### src/common/cmpm_regs.svh
`ifndef CMPM_REGS_SVH
`define CMPM_REGS_SVH
`define CMPM_CLK_HZ 20000000
`define CMPM_SETTLE_US 100
`define CMPM_SETTLE_CYC ((`CMPM_CLK_HZ / 1000000) * `CMPM_SETTLE_US)
`define CMPM_CELLS 12
`define CMPM_MAX_DEV 14
`define CMPM_MAX_CELLS 168
`define CMPM_FILT_LEN 4
`define CMPM_FLT_CMD_CODE 8'he1
`define CMPM_FLT_SIG_CODE 8'he2
`endif

### src/common/cmpm_pkg.sv
package cmpm_pkg;
    typedef enum logic [2:0] {
        CMPM_SHUTDOWN = 3'b000,
        CMPM_SETTLE = 3'b001,
        CMPM_STANDBY = 3'b011,
        CMPM_ACTIVE = 3'b010,
        CMPM_SLEEP = 3'b110,
        CMPM_RECALL = 3'b111
    } cmpm_state_t;
    typedef enum logic [2:0] {
        CMPM_OP_NONE = 3'h0,
        CMPM_OP_SCAN_A = 3'h1,
        CMPM_OP_SCAN_B = 3'h2,
        CMPM_OP_DIRECT = 3'h3,
        CMPM_OP_OPENWIRE = 3'h4
    } cmpm_op_t;
    typedef enum logic [1:0] {
        CMPM_BAL_MANUAL = 2'h0,
        CMPM_BAL_TIMED = 2'h1,
        CMPM_BAL_AUTO = 2'h2
    } cmpm_bal_t;
endpackage

### src/common/cmpm_flt_if.sv
`timescale 1ns/100ps
`default_nettype none
interface cmpm_flt_if;
    logic raw;
    logic filt;
    modport src (output raw, input filt);
    modport flt (input raw, output filt);
endinterface
`default_nettype wire

### src/hdl/cmpm_sync.sv
`timescale 1ns/100ps
`default_nettype none
module cmpm_sync (
    input wire logic clk_sys,
    input wire logic resetn,
    input wire logic d,
    output logic q
);
    logic s1_r;
    always_ff @(posedge clk_sys) begin
        if (!resetn) begin
            s1_r <= 1'b0;
            q <= 1'b0;
        end else begin
            s1_r <= d;
            q <= s1_r;
        end
    end
endmodule
`default_nettype wire

### src/hdl/cmpm_filter.sv
`timescale 1ns/100ps
`default_nettype none
`include "cmpm_regs.svh"
module cmpm_filter #(
    parameter int LEN = `CMPM_FILT_LEN
) (
    input wire logic clk_sys,
    input wire logic resetn,
    cmpm_flt_if.flt f
);
    // Fault input must hold steady LEN+1 cycles before it is believed
    logic [LEN-1:0] hist_r;
    logic filt_r;
    wire all_one = &{hist_r, f.raw};
    wire all_zero = ~|{hist_r, f.raw};
    assign f.filt = filt_r;
    always_ff @(posedge clk_sys) begin
        if (!resetn) begin
            hist_r <= '0;
            filt_r <= 1'b0;
        end else begin
            hist_r <= {hist_r[LEN-2:0], f.raw};
            if (all_one) begin
                filt_r <= 1'b1;
            end else if (all_zero) begin
                filt_r <= 1'b0;
            end
        end
    end
endmodule
`default_nettype wire

### src/hdl/cmpm_power_seq.sv
// Functional notes
// Sleep on sleep command or watchdog timeout; code ignores the sleep command while active
// Sleep keeps receivers, slow clock, registers, timed work
// Enable low forces shutdown unconditionally
// Shutdown keeps core, sleep regulators, input buffers
// Leaving shutdown skips nonvolatile recall
// Host toggles enable low then high
// Host waits settle delay, then identifies
// Reset command recalls settings, computes checksum
// Host re-identifies after every software reset
// Host compares stored and computed signatures
// Host rewrites non-default settings after reset
// Register checksum mismatch returns fault response
// Standby awaits commands; active during operations
// Twelve cells per device, fourteen devices
// Two scan modes plus direct measurement
// No result filtering; fault inputs filtered
// Faults in registers, responses, unprompted messages
// Manual, timed and auto-terminate balancing
// Wake from sleep returns to standby
`timescale 1ns/100ps
`default_nettype none
`include "cmpm_regs.svh"
module cmpm_power_seq
    import cmpm_pkg::*;
#(
    parameter int SETTLE_CYC = `CMPM_SETTLE_CYC,
    parameter int CELLS = `CMPM_CELLS,
    parameter int DEV_ADDR_W = 4,
    parameter int CHARGE_W = 16
) (
    input wire logic clk_sys,
    input wire logic resetn,
    input wire logic enable_pin,
    input wire logic comm_activity,
    input wire logic wdog_timeout,
    input wire logic cmd_valid,
    input wire logic cmd_sleep,
    input wire logic cmd_reset,
    input wire logic cmd_identify,
    input wire logic cmd_calc_chk,
    input wire logic cmd_check_chk,
    input wire logic cmd_start_op,
    input wire cmpm_pkg::cmpm_op_t cmd_op,
    input wire cmpm_pkg::cmpm_bal_t bal_mode,
    input wire logic [CELLS-1:0] bal_cells,
    input wire logic bal_timer_done,
    input wire logic [CHARGE_W-1:0] bal_charge_target,
    input wire logic [CHARGE_W-1:0] bal_charge_acc,
    input wire logic op_done,
    input wire logic recall_done,
    input wire logic [15:0] signature_compare_value,
    input wire logic [15:0] signature_calc_value,
    input wire logic [15:0] reg_chk_stored,
    input wire logic [15:0] reg_chk_calc,
    input wire logic fault_raw,
    input wire logic comm_fault,
    output logic [2:0] power_state,
    output logic bias_main_en,
    output logic fast_osc_en,
    output logic slow_osc_en,
    output logic rx_en,
    output logic core_en,
    output logic sleep_reg_en,
    output logic in_buf_en,
    output logic identified,
    output logic recall_start,
    output logic op_busy,
    output cmpm_pkg::cmpm_op_t op_running,
    output logic [CELLS-1:0] bal_drive,
    output logic chk_fault_resp,
    output logic [7:0] unprompted_code,
    output logic unprompted_valid,
    output logic fault_status,
    output logic sig_mismatch
);
    import cmpm_pkg::*;

    ////////////////////////////////////////////////////////////////
    // Input synchronisation
    logic en_s, act_s, flt_s;
    cmpm_sync u_sync_en (.clk_sys(clk_sys), .resetn(resetn), .d(enable_pin), .q(en_s));
    cmpm_sync u_sync_act (.clk_sys(clk_sys), .resetn(resetn), .d(comm_activity), .q(act_s));
    cmpm_sync u_sync_flt (.clk_sys(clk_sys), .resetn(resetn), .d(fault_raw), .q(flt_s));

    cmpm_flt_if flt_bus ();
    assign flt_bus.raw = flt_s;
    cmpm_filter u_filt (.clk_sys(clk_sys), .resetn(resetn), .f(flt_bus.flt));

    ////////////////////////////////////////////////////////////////
    // State machine
    cmpm_state_t state_r, state_nxt;
    logic [$clog2(SETTLE_CYC+1)-1:0] settle_r;
    cmpm_op_t op_r;
    logic ident_r;

    wire settle_done = (settle_r == '0);
    wire cmd_go = cmd_valid;
    wire go_sleep = (cmd_go && cmd_sleep) || wdog_timeout;
    wire sig_bad = (signature_compare_value != signature_calc_value);
    wire reg_bad = (reg_chk_stored != reg_chk_calc);

    always_comb begin
        state_nxt = state_r;
        unique case (state_r)
            CMPM_SHUTDOWN: begin
                // No recall on exit from shutdown
                if (en_s) begin
                    state_nxt = CMPM_SETTLE;
                end
            end
            CMPM_SETTLE: begin
                if (settle_done) begin
                    state_nxt = CMPM_STANDBY;
                end
            end
            CMPM_STANDBY: begin
                if (go_sleep) begin
                    state_nxt = CMPM_SLEEP;
                end else if (cmd_go && cmd_reset) begin
                    state_nxt = CMPM_RECALL;
                end else if (cmd_go && cmd_start_op && cmd_op != CMPM_OP_NONE) begin
                    state_nxt = CMPM_ACTIVE;
                end
            end
            CMPM_ACTIVE: begin
                if (wdog_timeout) begin
                    state_nxt = CMPM_SLEEP;
                end else if (op_done) begin
                    state_nxt = CMPM_STANDBY;
                end
            end
            CMPM_SLEEP: begin
                if (act_s) begin
                    state_nxt = CMPM_STANDBY;
                end
            end
            CMPM_RECALL: begin
                if (recall_done) begin
                    state_nxt = CMPM_STANDBY;
                end
            end
            default: state_nxt = CMPM_SHUTDOWN;
        endcase
        if (!en_s) begin
            state_nxt = CMPM_SHUTDOWN;
        end
    end

    always_ff @(posedge clk_sys) begin
        if (!resetn) begin
            state_r <= CMPM_SHUTDOWN;
        end else begin
            state_r <= state_nxt;
        end
    end

    always_ff @(posedge clk_sys) begin
        // Count restarts on every entry to settle
        if (!resetn || state_r != CMPM_SETTLE) begin
            settle_r <= ($clog2(SETTLE_CYC+1))'(SETTLE_CYC - 1);
        end else if (!settle_done) begin
            settle_r <= settle_r - 1'b1;
        end
    end

    ////////////////////////////////////////////////////////////////
    // Operation and identify tracking
    always_ff @(posedge clk_sys) begin
        if (!resetn) begin
            op_r <= CMPM_OP_NONE;
        end else if (state_r == CMPM_STANDBY && state_nxt == CMPM_ACTIVE) begin
            op_r <= cmd_op;
        end else if (state_nxt != CMPM_ACTIVE) begin
            op_r <= CMPM_OP_NONE;
        end
    end

    // Busy flag registered so the output comes straight from a flop
    logic busy_r;
    always_ff @(posedge clk_sys) begin
        if (!resetn) begin
            busy_r <= 1'b0;
        end else begin
            busy_r <= (state_nxt == CMPM_ACTIVE);
        end
    end

    // Identity is lost by hardware and software reset alike
    always_ff @(posedge clk_sys) begin
        if (!resetn || state_r == CMPM_SHUTDOWN || state_r == CMPM_RECALL) begin
            ident_r <= 1'b0;
        end else if (cmd_go && cmd_identify && state_r == CMPM_STANDBY) begin
            ident_r <= 1'b1;
        end
    end

    ////////////////////////////////////////////////////////////////
    // Balancing
    logic bal_on;
    assign bal_on = (bal_mode == CMPM_BAL_MANUAL) ? 1'b1 :
                    (bal_mode == CMPM_BAL_TIMED) ? !bal_timer_done :
                    (bal_charge_acc < bal_charge_target);
    wire bal_allowed = (state_r == CMPM_STANDBY || state_r == CMPM_ACTIVE || state_r == CMPM_SLEEP);
    logic [CELLS-1:0] bal_r;

    always_ff @(posedge clk_sys) begin
        if (!resetn) begin
            bal_r <= '0;
        end else begin
            bal_r <= (bal_allowed && bal_on) ? bal_cells : '0;
        end
    end

    ////////////////////////////////////////////////////////////////
    // Fault reporting
    logic chk_r, uv_r, fs_r, sm_r, rs_r;
    logic [7:0] uc_r;
    wire recall_exit = (state_r == CMPM_RECALL) && recall_done;
    wire comm_flt_rep = comm_fault && (state_r != CMPM_SHUTDOWN);
    wire sig_flt_rep = recall_exit && sig_bad;
    wire chk_req = cmd_go && cmd_check_chk && (state_r == CMPM_STANDBY);

    // Checksum fault response pulse
    always_ff @(posedge clk_sys) begin
        if (!resetn) begin
            chk_r <= 1'b0;
        end else begin
            chk_r <= chk_req && reg_bad;
        end
    end

    // Unprompted message; comm faults outrank the signature fault
    always_ff @(posedge clk_sys) begin
        if (!resetn) begin
            uv_r <= 1'b0;
            uc_r <= 8'h00;
        end else begin
            uv_r <= comm_flt_rep || sig_flt_rep;
            if (comm_flt_rep) begin
                uc_r <= `CMPM_FLT_CMD_CODE;
            end else if (sig_flt_rep) begin
                uc_r <= `CMPM_FLT_SIG_CODE;
            end
        end
    end

    // Filtered fault level, signature verdict, recall pulse
    always_ff @(posedge clk_sys) begin
        if (!resetn) begin
            fs_r <= 1'b0;
            sm_r <= 1'b0;
            rs_r <= 1'b0;
        end else begin
            fs_r <= flt_bus.filt;
            if (recall_exit) begin
                sm_r <= sig_bad;
            end
            rs_r <= (state_r == CMPM_STANDBY) && (state_nxt == CMPM_RECALL);
        end
    end

    ////////////////////////////////////////////////////////////////
    // Power domain enables
    logic bias_r, fosc_r, sosc_r, rx_r;
    // Fast clock and main bias run only in the full-power states
    function automatic logic full_power(input cmpm_state_t s);
        return (s != CMPM_SHUTDOWN) && (s != CMPM_SLEEP);
    endfunction
    wire full_nxt = full_power(state_nxt);

    always_ff @(posedge clk_sys) begin
        if (!resetn) begin
            bias_r <= 1'b0;
            fosc_r <= 1'b0;
            sosc_r <= 1'b1;
            rx_r <= 1'b0;
        end else begin
            bias_r <= full_nxt;
            fosc_r <= full_nxt;
            sosc_r <= 1'b1;
            rx_r <= state_nxt != CMPM_SHUTDOWN;
        end
    end

    assign power_state = state_r;
    assign bias_main_en = bias_r;
    assign fast_osc_en = fosc_r;
    assign slow_osc_en = sosc_r;
    assign rx_en = rx_r;
    assign core_en = sosc_r;
    assign sleep_reg_en = sosc_r;
    assign in_buf_en = sosc_r;
    assign identified = ident_r;
    assign recall_start = rs_r;
    assign op_busy = busy_r;
    assign op_running = op_r;
    assign bal_drive = bal_r;
    assign chk_fault_resp = chk_r;
    assign unprompted_code = uc_r;
    assign unprompted_valid = uv_r;
    assign fault_status = fs_r;
    assign sig_mismatch = sm_r;
endmodule
`default_nettype wire

### config.mk
export PLATFORM = sky130hd
export DESIGN_NAME = cmpm_power_seq
export DESIGN_NICKNAME = d
export VERILOG_FILES = /design/src/common/cmpm_pkg.sv /design/src/common/cmpm_flt_if.sv /design/src/hdl/cmpm_sync.sv /design/src/hdl/cmpm_filter.sv /design/src/hdl/cmpm_power_seq.sv
export VERILOG_INCLUDE_DIRS = /design/src /design/src/common
export SDC_FILE = /design/constraint.sdc
export NUM_CORES = 1
export LEC_CHECK = 0
export BUFFER_PORTS_ARGS = -buffer_cell sky130_fd_sc_hd__clkbuf_2
export CAP_MARGIN = 15
export CORE_ASPECT_RATIO = 2
export CORE_UTILIZATION = 35
export DETAILED_ROUTE_END_ITERATION = 6
export GPL_TIMING_DRIVEN = 0
export MAX_ROUTING_LAYER = met4
export PLACE_DENSITY = 0.69
export SKIP_LAST_GASP = 1
export SYNTH_ARGS = -nofsm -noshare
export SYNTH_HDL_FRONTEND = slang
export SYNTH_HIERARCHICAL = 1
export SYNTH_SLANG_ARGS = --single-unit
### constraint.sdc
create_clock -name clk_sys -period 5.9 [get_ports clk_sys]
set_input_delay 1.18 -clock clk_sys [delete_from_list [all_inputs] [get_ports clk_sys]]
set_output_delay 1.18 -clock clk_sys [all_outputs]
set_load 0.005 [all_outputs]
==> impl_metrics.csv <==
group,metric,value,unit
flow_run,cap_violations,0,
floorplanning,row_count,47,
pwr,combPwrFrac,0.152,
critical_path,cp_cell_sequence,"clkbuf_2, inv_1, ha_1, nand2_1, or3_1, a2111oi_2, buf_2, o31ai_1",
critical_path,r2r_setup_slack,3850,ps
cts,cts_max_path_buffers,2,
pwr,ir_drop,0.1424,mV
cts,clk_latency,290,ps
critical_path,cp_max_fo,10,
grt,grt_pass1_vias,3074,
pwr,netSwitchingFraction,0.2337,
synthesis,synth_area_per_cell,9.122,µm²
routing,drtIter0Drc,39,
grt,track_usage,0.1856,
sta,rsz0062_at_grt,"false",
routing,dr.pass1.iters,4,
routing,vias,3042,
routing,antenna_left,0,
placed_design,io_buffers,161,
sta,slew-limit-headroom,0.5213,
final_layout,areaGrowthSynthToFinish,36.41,%
pwr,p_seq_frac,0.466,
routing,routed_wl,7834,µm
critical_path,crit_slowest_cell,"or3_1",
placed_design,dp_hpwl,6717,µm
synthesis,synth_cells,330,
routing,drcViolationCount,0,
floorplanning,dieHeight,133.2,µm
final_layout,most-common-layout-cells,"161 x clkbuf_2, 52 x dfxtp_1, 36 x xnor2_1",
sta,worstMarginPinSlew,711.5,ps
synthesis,yosys_warnings,6,
synthesis,synth_ff_type,"dfxtp_1",
critical_path,cp_num_buf_inv,3,
final_layout,drive_above_1_share,0.3988,
sta,setup_viol,0,
pwr,p_int,0.0005862,W
cts,clk_pin_slew_worst_paths,70,ps
status,status,"complete, no violations",
pwr,power_density,186.3,nW/µm²
synthesis,syn-cell-area,3010,µm²
cts,cts_setup_buffers,0,
synthesis,yosys_register_bits,52,
cts,root_buffer,"clkbuf_16",
final_layout,final_core_util,0.4952,
worst_hold_path,hold_path.class,"register to register",
critical_path,start_kind,"input pin",
sta,min_period_over_period,0.4695,
sta,fmax,361.0,MHz
critical_path,crit_path_end_kind,"register",
final_layout,final_nets,650,
routing,drt-wirelength-per-cell,13.01,µm
floorplanning,pin_count,170,
sta,final_max_slew_viol_count,0,
critical_path,arrival,2930,ps
sta,final.setup_skew,5.062,ps
synthesis,async_reset_ff_frac,0,
sta,hold_violations,0,
sta,final.min_clock_period,2770,ps
pwr,pwr-share-clk,0.382,
floorplanning,die_w,67.58,µm
cts,cts_tree,"yes",
pwr,finalPower,0.0007651,W
grt,gr-total-overflow,0,
synthesis,ys_seq_area_frac,0.3458,
synthesis,ys_types,58,
grt,grt_max_degree,17,
critical_path,worst_path_largest_cell_delay,440,ps
floorplanning,core_area,8292,µm²
critical_path,crit_type,"input pin to register",
floorplanning,initial_core_util,0.3631,
grt,grt_pass1_wl,12440,µm
placed_design,place_congestion,0.8059,
cts,cts_sinks,52,
floorplanning,fp.dieArea,8999,µm²
final_layout,diodes,0,
routing,vias_per_cell,5.053,
cts,cts_hold_buf,0,
pwr,netSwitchingPower,0.0001788,W
critical_path,path_delay_family,"compound AO/OA/AOI/OAI gates",
grt,antenna_found_initial,0,
synthesis,synth_edf_count,0,
critical_path,cp.required,6060,ps
pwr,p_leak,1.967,nW
final_layout,final_common_cell,"clkbuf_2",
cts,cts-buffers-inserted,5,
sta,setup_tns,0,ps
cts,htree_levels,2,
cts,ctsResizeCount,0,
[cells by family (layout without fill, tap and decap cells)]
logic type / after synthesis / in the layout / share of synthesized area
xor gates and xnor gates: 36 / 36 / 0.1047
buffers and inverters: 44 / 213 / 0.07190
and+or+nand+nor: 95 / 95 / 0.1791
muxes: 7 / 7 / 0.02369
other: 2 / 7 / 0.002495
AOI/OAI and AO/OA: 77 / 77 / 0.2016
adders and majority gates: 17 / 17 / 0.07066
DFF: 52 / 52 / 0.3458
[cell type report]
type | count | area [µm²]
plain buffers | 21 | 130.1
inverters | 23 | 86.33
flip-flops and latches | 52 | 1041
multi-input cells | 239 | 1772
repair buffers | 161 | 805.8
well taps | 98 | 122.6
clock inverters | 2 | 10.01
fillers | 819 | 4185
clock buffers | 6 | 138.9
[cell usage after synthesis, types with 5 or more instances]
cell / count / share of area
a21oi_1: 8 / 0.013
nor4_1: 5 / 0.010
nand4_1: 10 / 0.021
nor3_1: 5 / 0.0083
o31ai_1: 14 / 0.035
inv_1: 23 / 0.029
ha_1: 17 / 0.071
xnor2_1: 36 / 0.10
nand2_1: 30 / 0.037
buf_2: 5 / 0.0083
clkbuf_1: 5 / 0.0062
dfxtp_1: 52 / 0.35
o211ai_1: 12 / 0.030
nand3_1: 5 / 0.0083
o21ai_0: 9 / 0.015
nor2_1: 7 / 0.0087
and2_1: 11 / 0.023
mux2i_1: 6 / 0.020
buf_4: 10 / 0.025
[power groups by stage]
stage,sequential (W),combinational [W],clock [W]
floorplan,0.000364,0.0000560,0
global route,0.000357,0.000131,0.000316
finish,0.000356,0.000117,0.000292
CTS,0.000356,0.000118,0.000301
detailed placement,0.000365,0.000118,0
global placement,0.000364,0.000114,0
[path summary, 6_finish.rpt]
check | from | endpoint | cells past startpoint
worst min-delay path | u_sync_en/s1_r$_SDFF_PN0_ | u_sync_en/q$_SDFF_PN0_ | 1
worst min register to register | u_sync_en/s1_r$_SDFF_PN0_ | u_sync_en/q$_SDFF_PN0_ | 1
worst max-delay path | bal_charge_target[15] | bal_drive[2]$_SDFF_PN0_ | 8
worst max register to register | settle_r[0]$_SDFFE_PP1N_ | op_running[2]$_SDFFE_PN0P_ | 7
[worst reg2reg max path, stage by stage (launching register included)]
cell       delay (ps)
dfxtp_1           320
inv_1             120
ha_1              200
nor4b_4           290
and3_1            220
buf_6             150
a32oi_4           160
a2111oi_1         450
[layer usage]
layer	global-route usage	up-vias	wire length [µm]
met5	-	-	0
met1	0.1479	1343	2569
met4	0.09693	0	279
li1	-	1515	-
met3	0.02997	23	555
met2	0.3658	161	4429
[flip-flops by register name, summed over array words and instances, names as in the netlist, 3 cells and up]
| signal | count |
|---|---|
| settle_r | 11 |
| op_running | 3 |
| unprompted_code | 3 |
| power_state | 3 |
| bal_drive | 12 |
| u_filt/hist_r | 4 |
[metrics by stage]
| step | setup WS [ps] | cell area, µm² | hold slack [ps] | cells |
|---|---|---|---|---|
| 4_1_cts | 3142 | 4106 | 431.3 | 602 |
| 6_report | 3130 | 4106 | 428.6 | 602 |
| 2_1_floorplan | 3140 | 3029 | 405.7 | 335 |
| 5_1_grt | 3024 | 4106 | 452.6 | 602 |
| 3_3_place_gp | 2841 | 3958 | 411.6 | 594 |
| 3_5_place_dp | 2841 | 3958 | 415.4 | 594 |
Note: power is estimated with default switching activity, not from simulation.
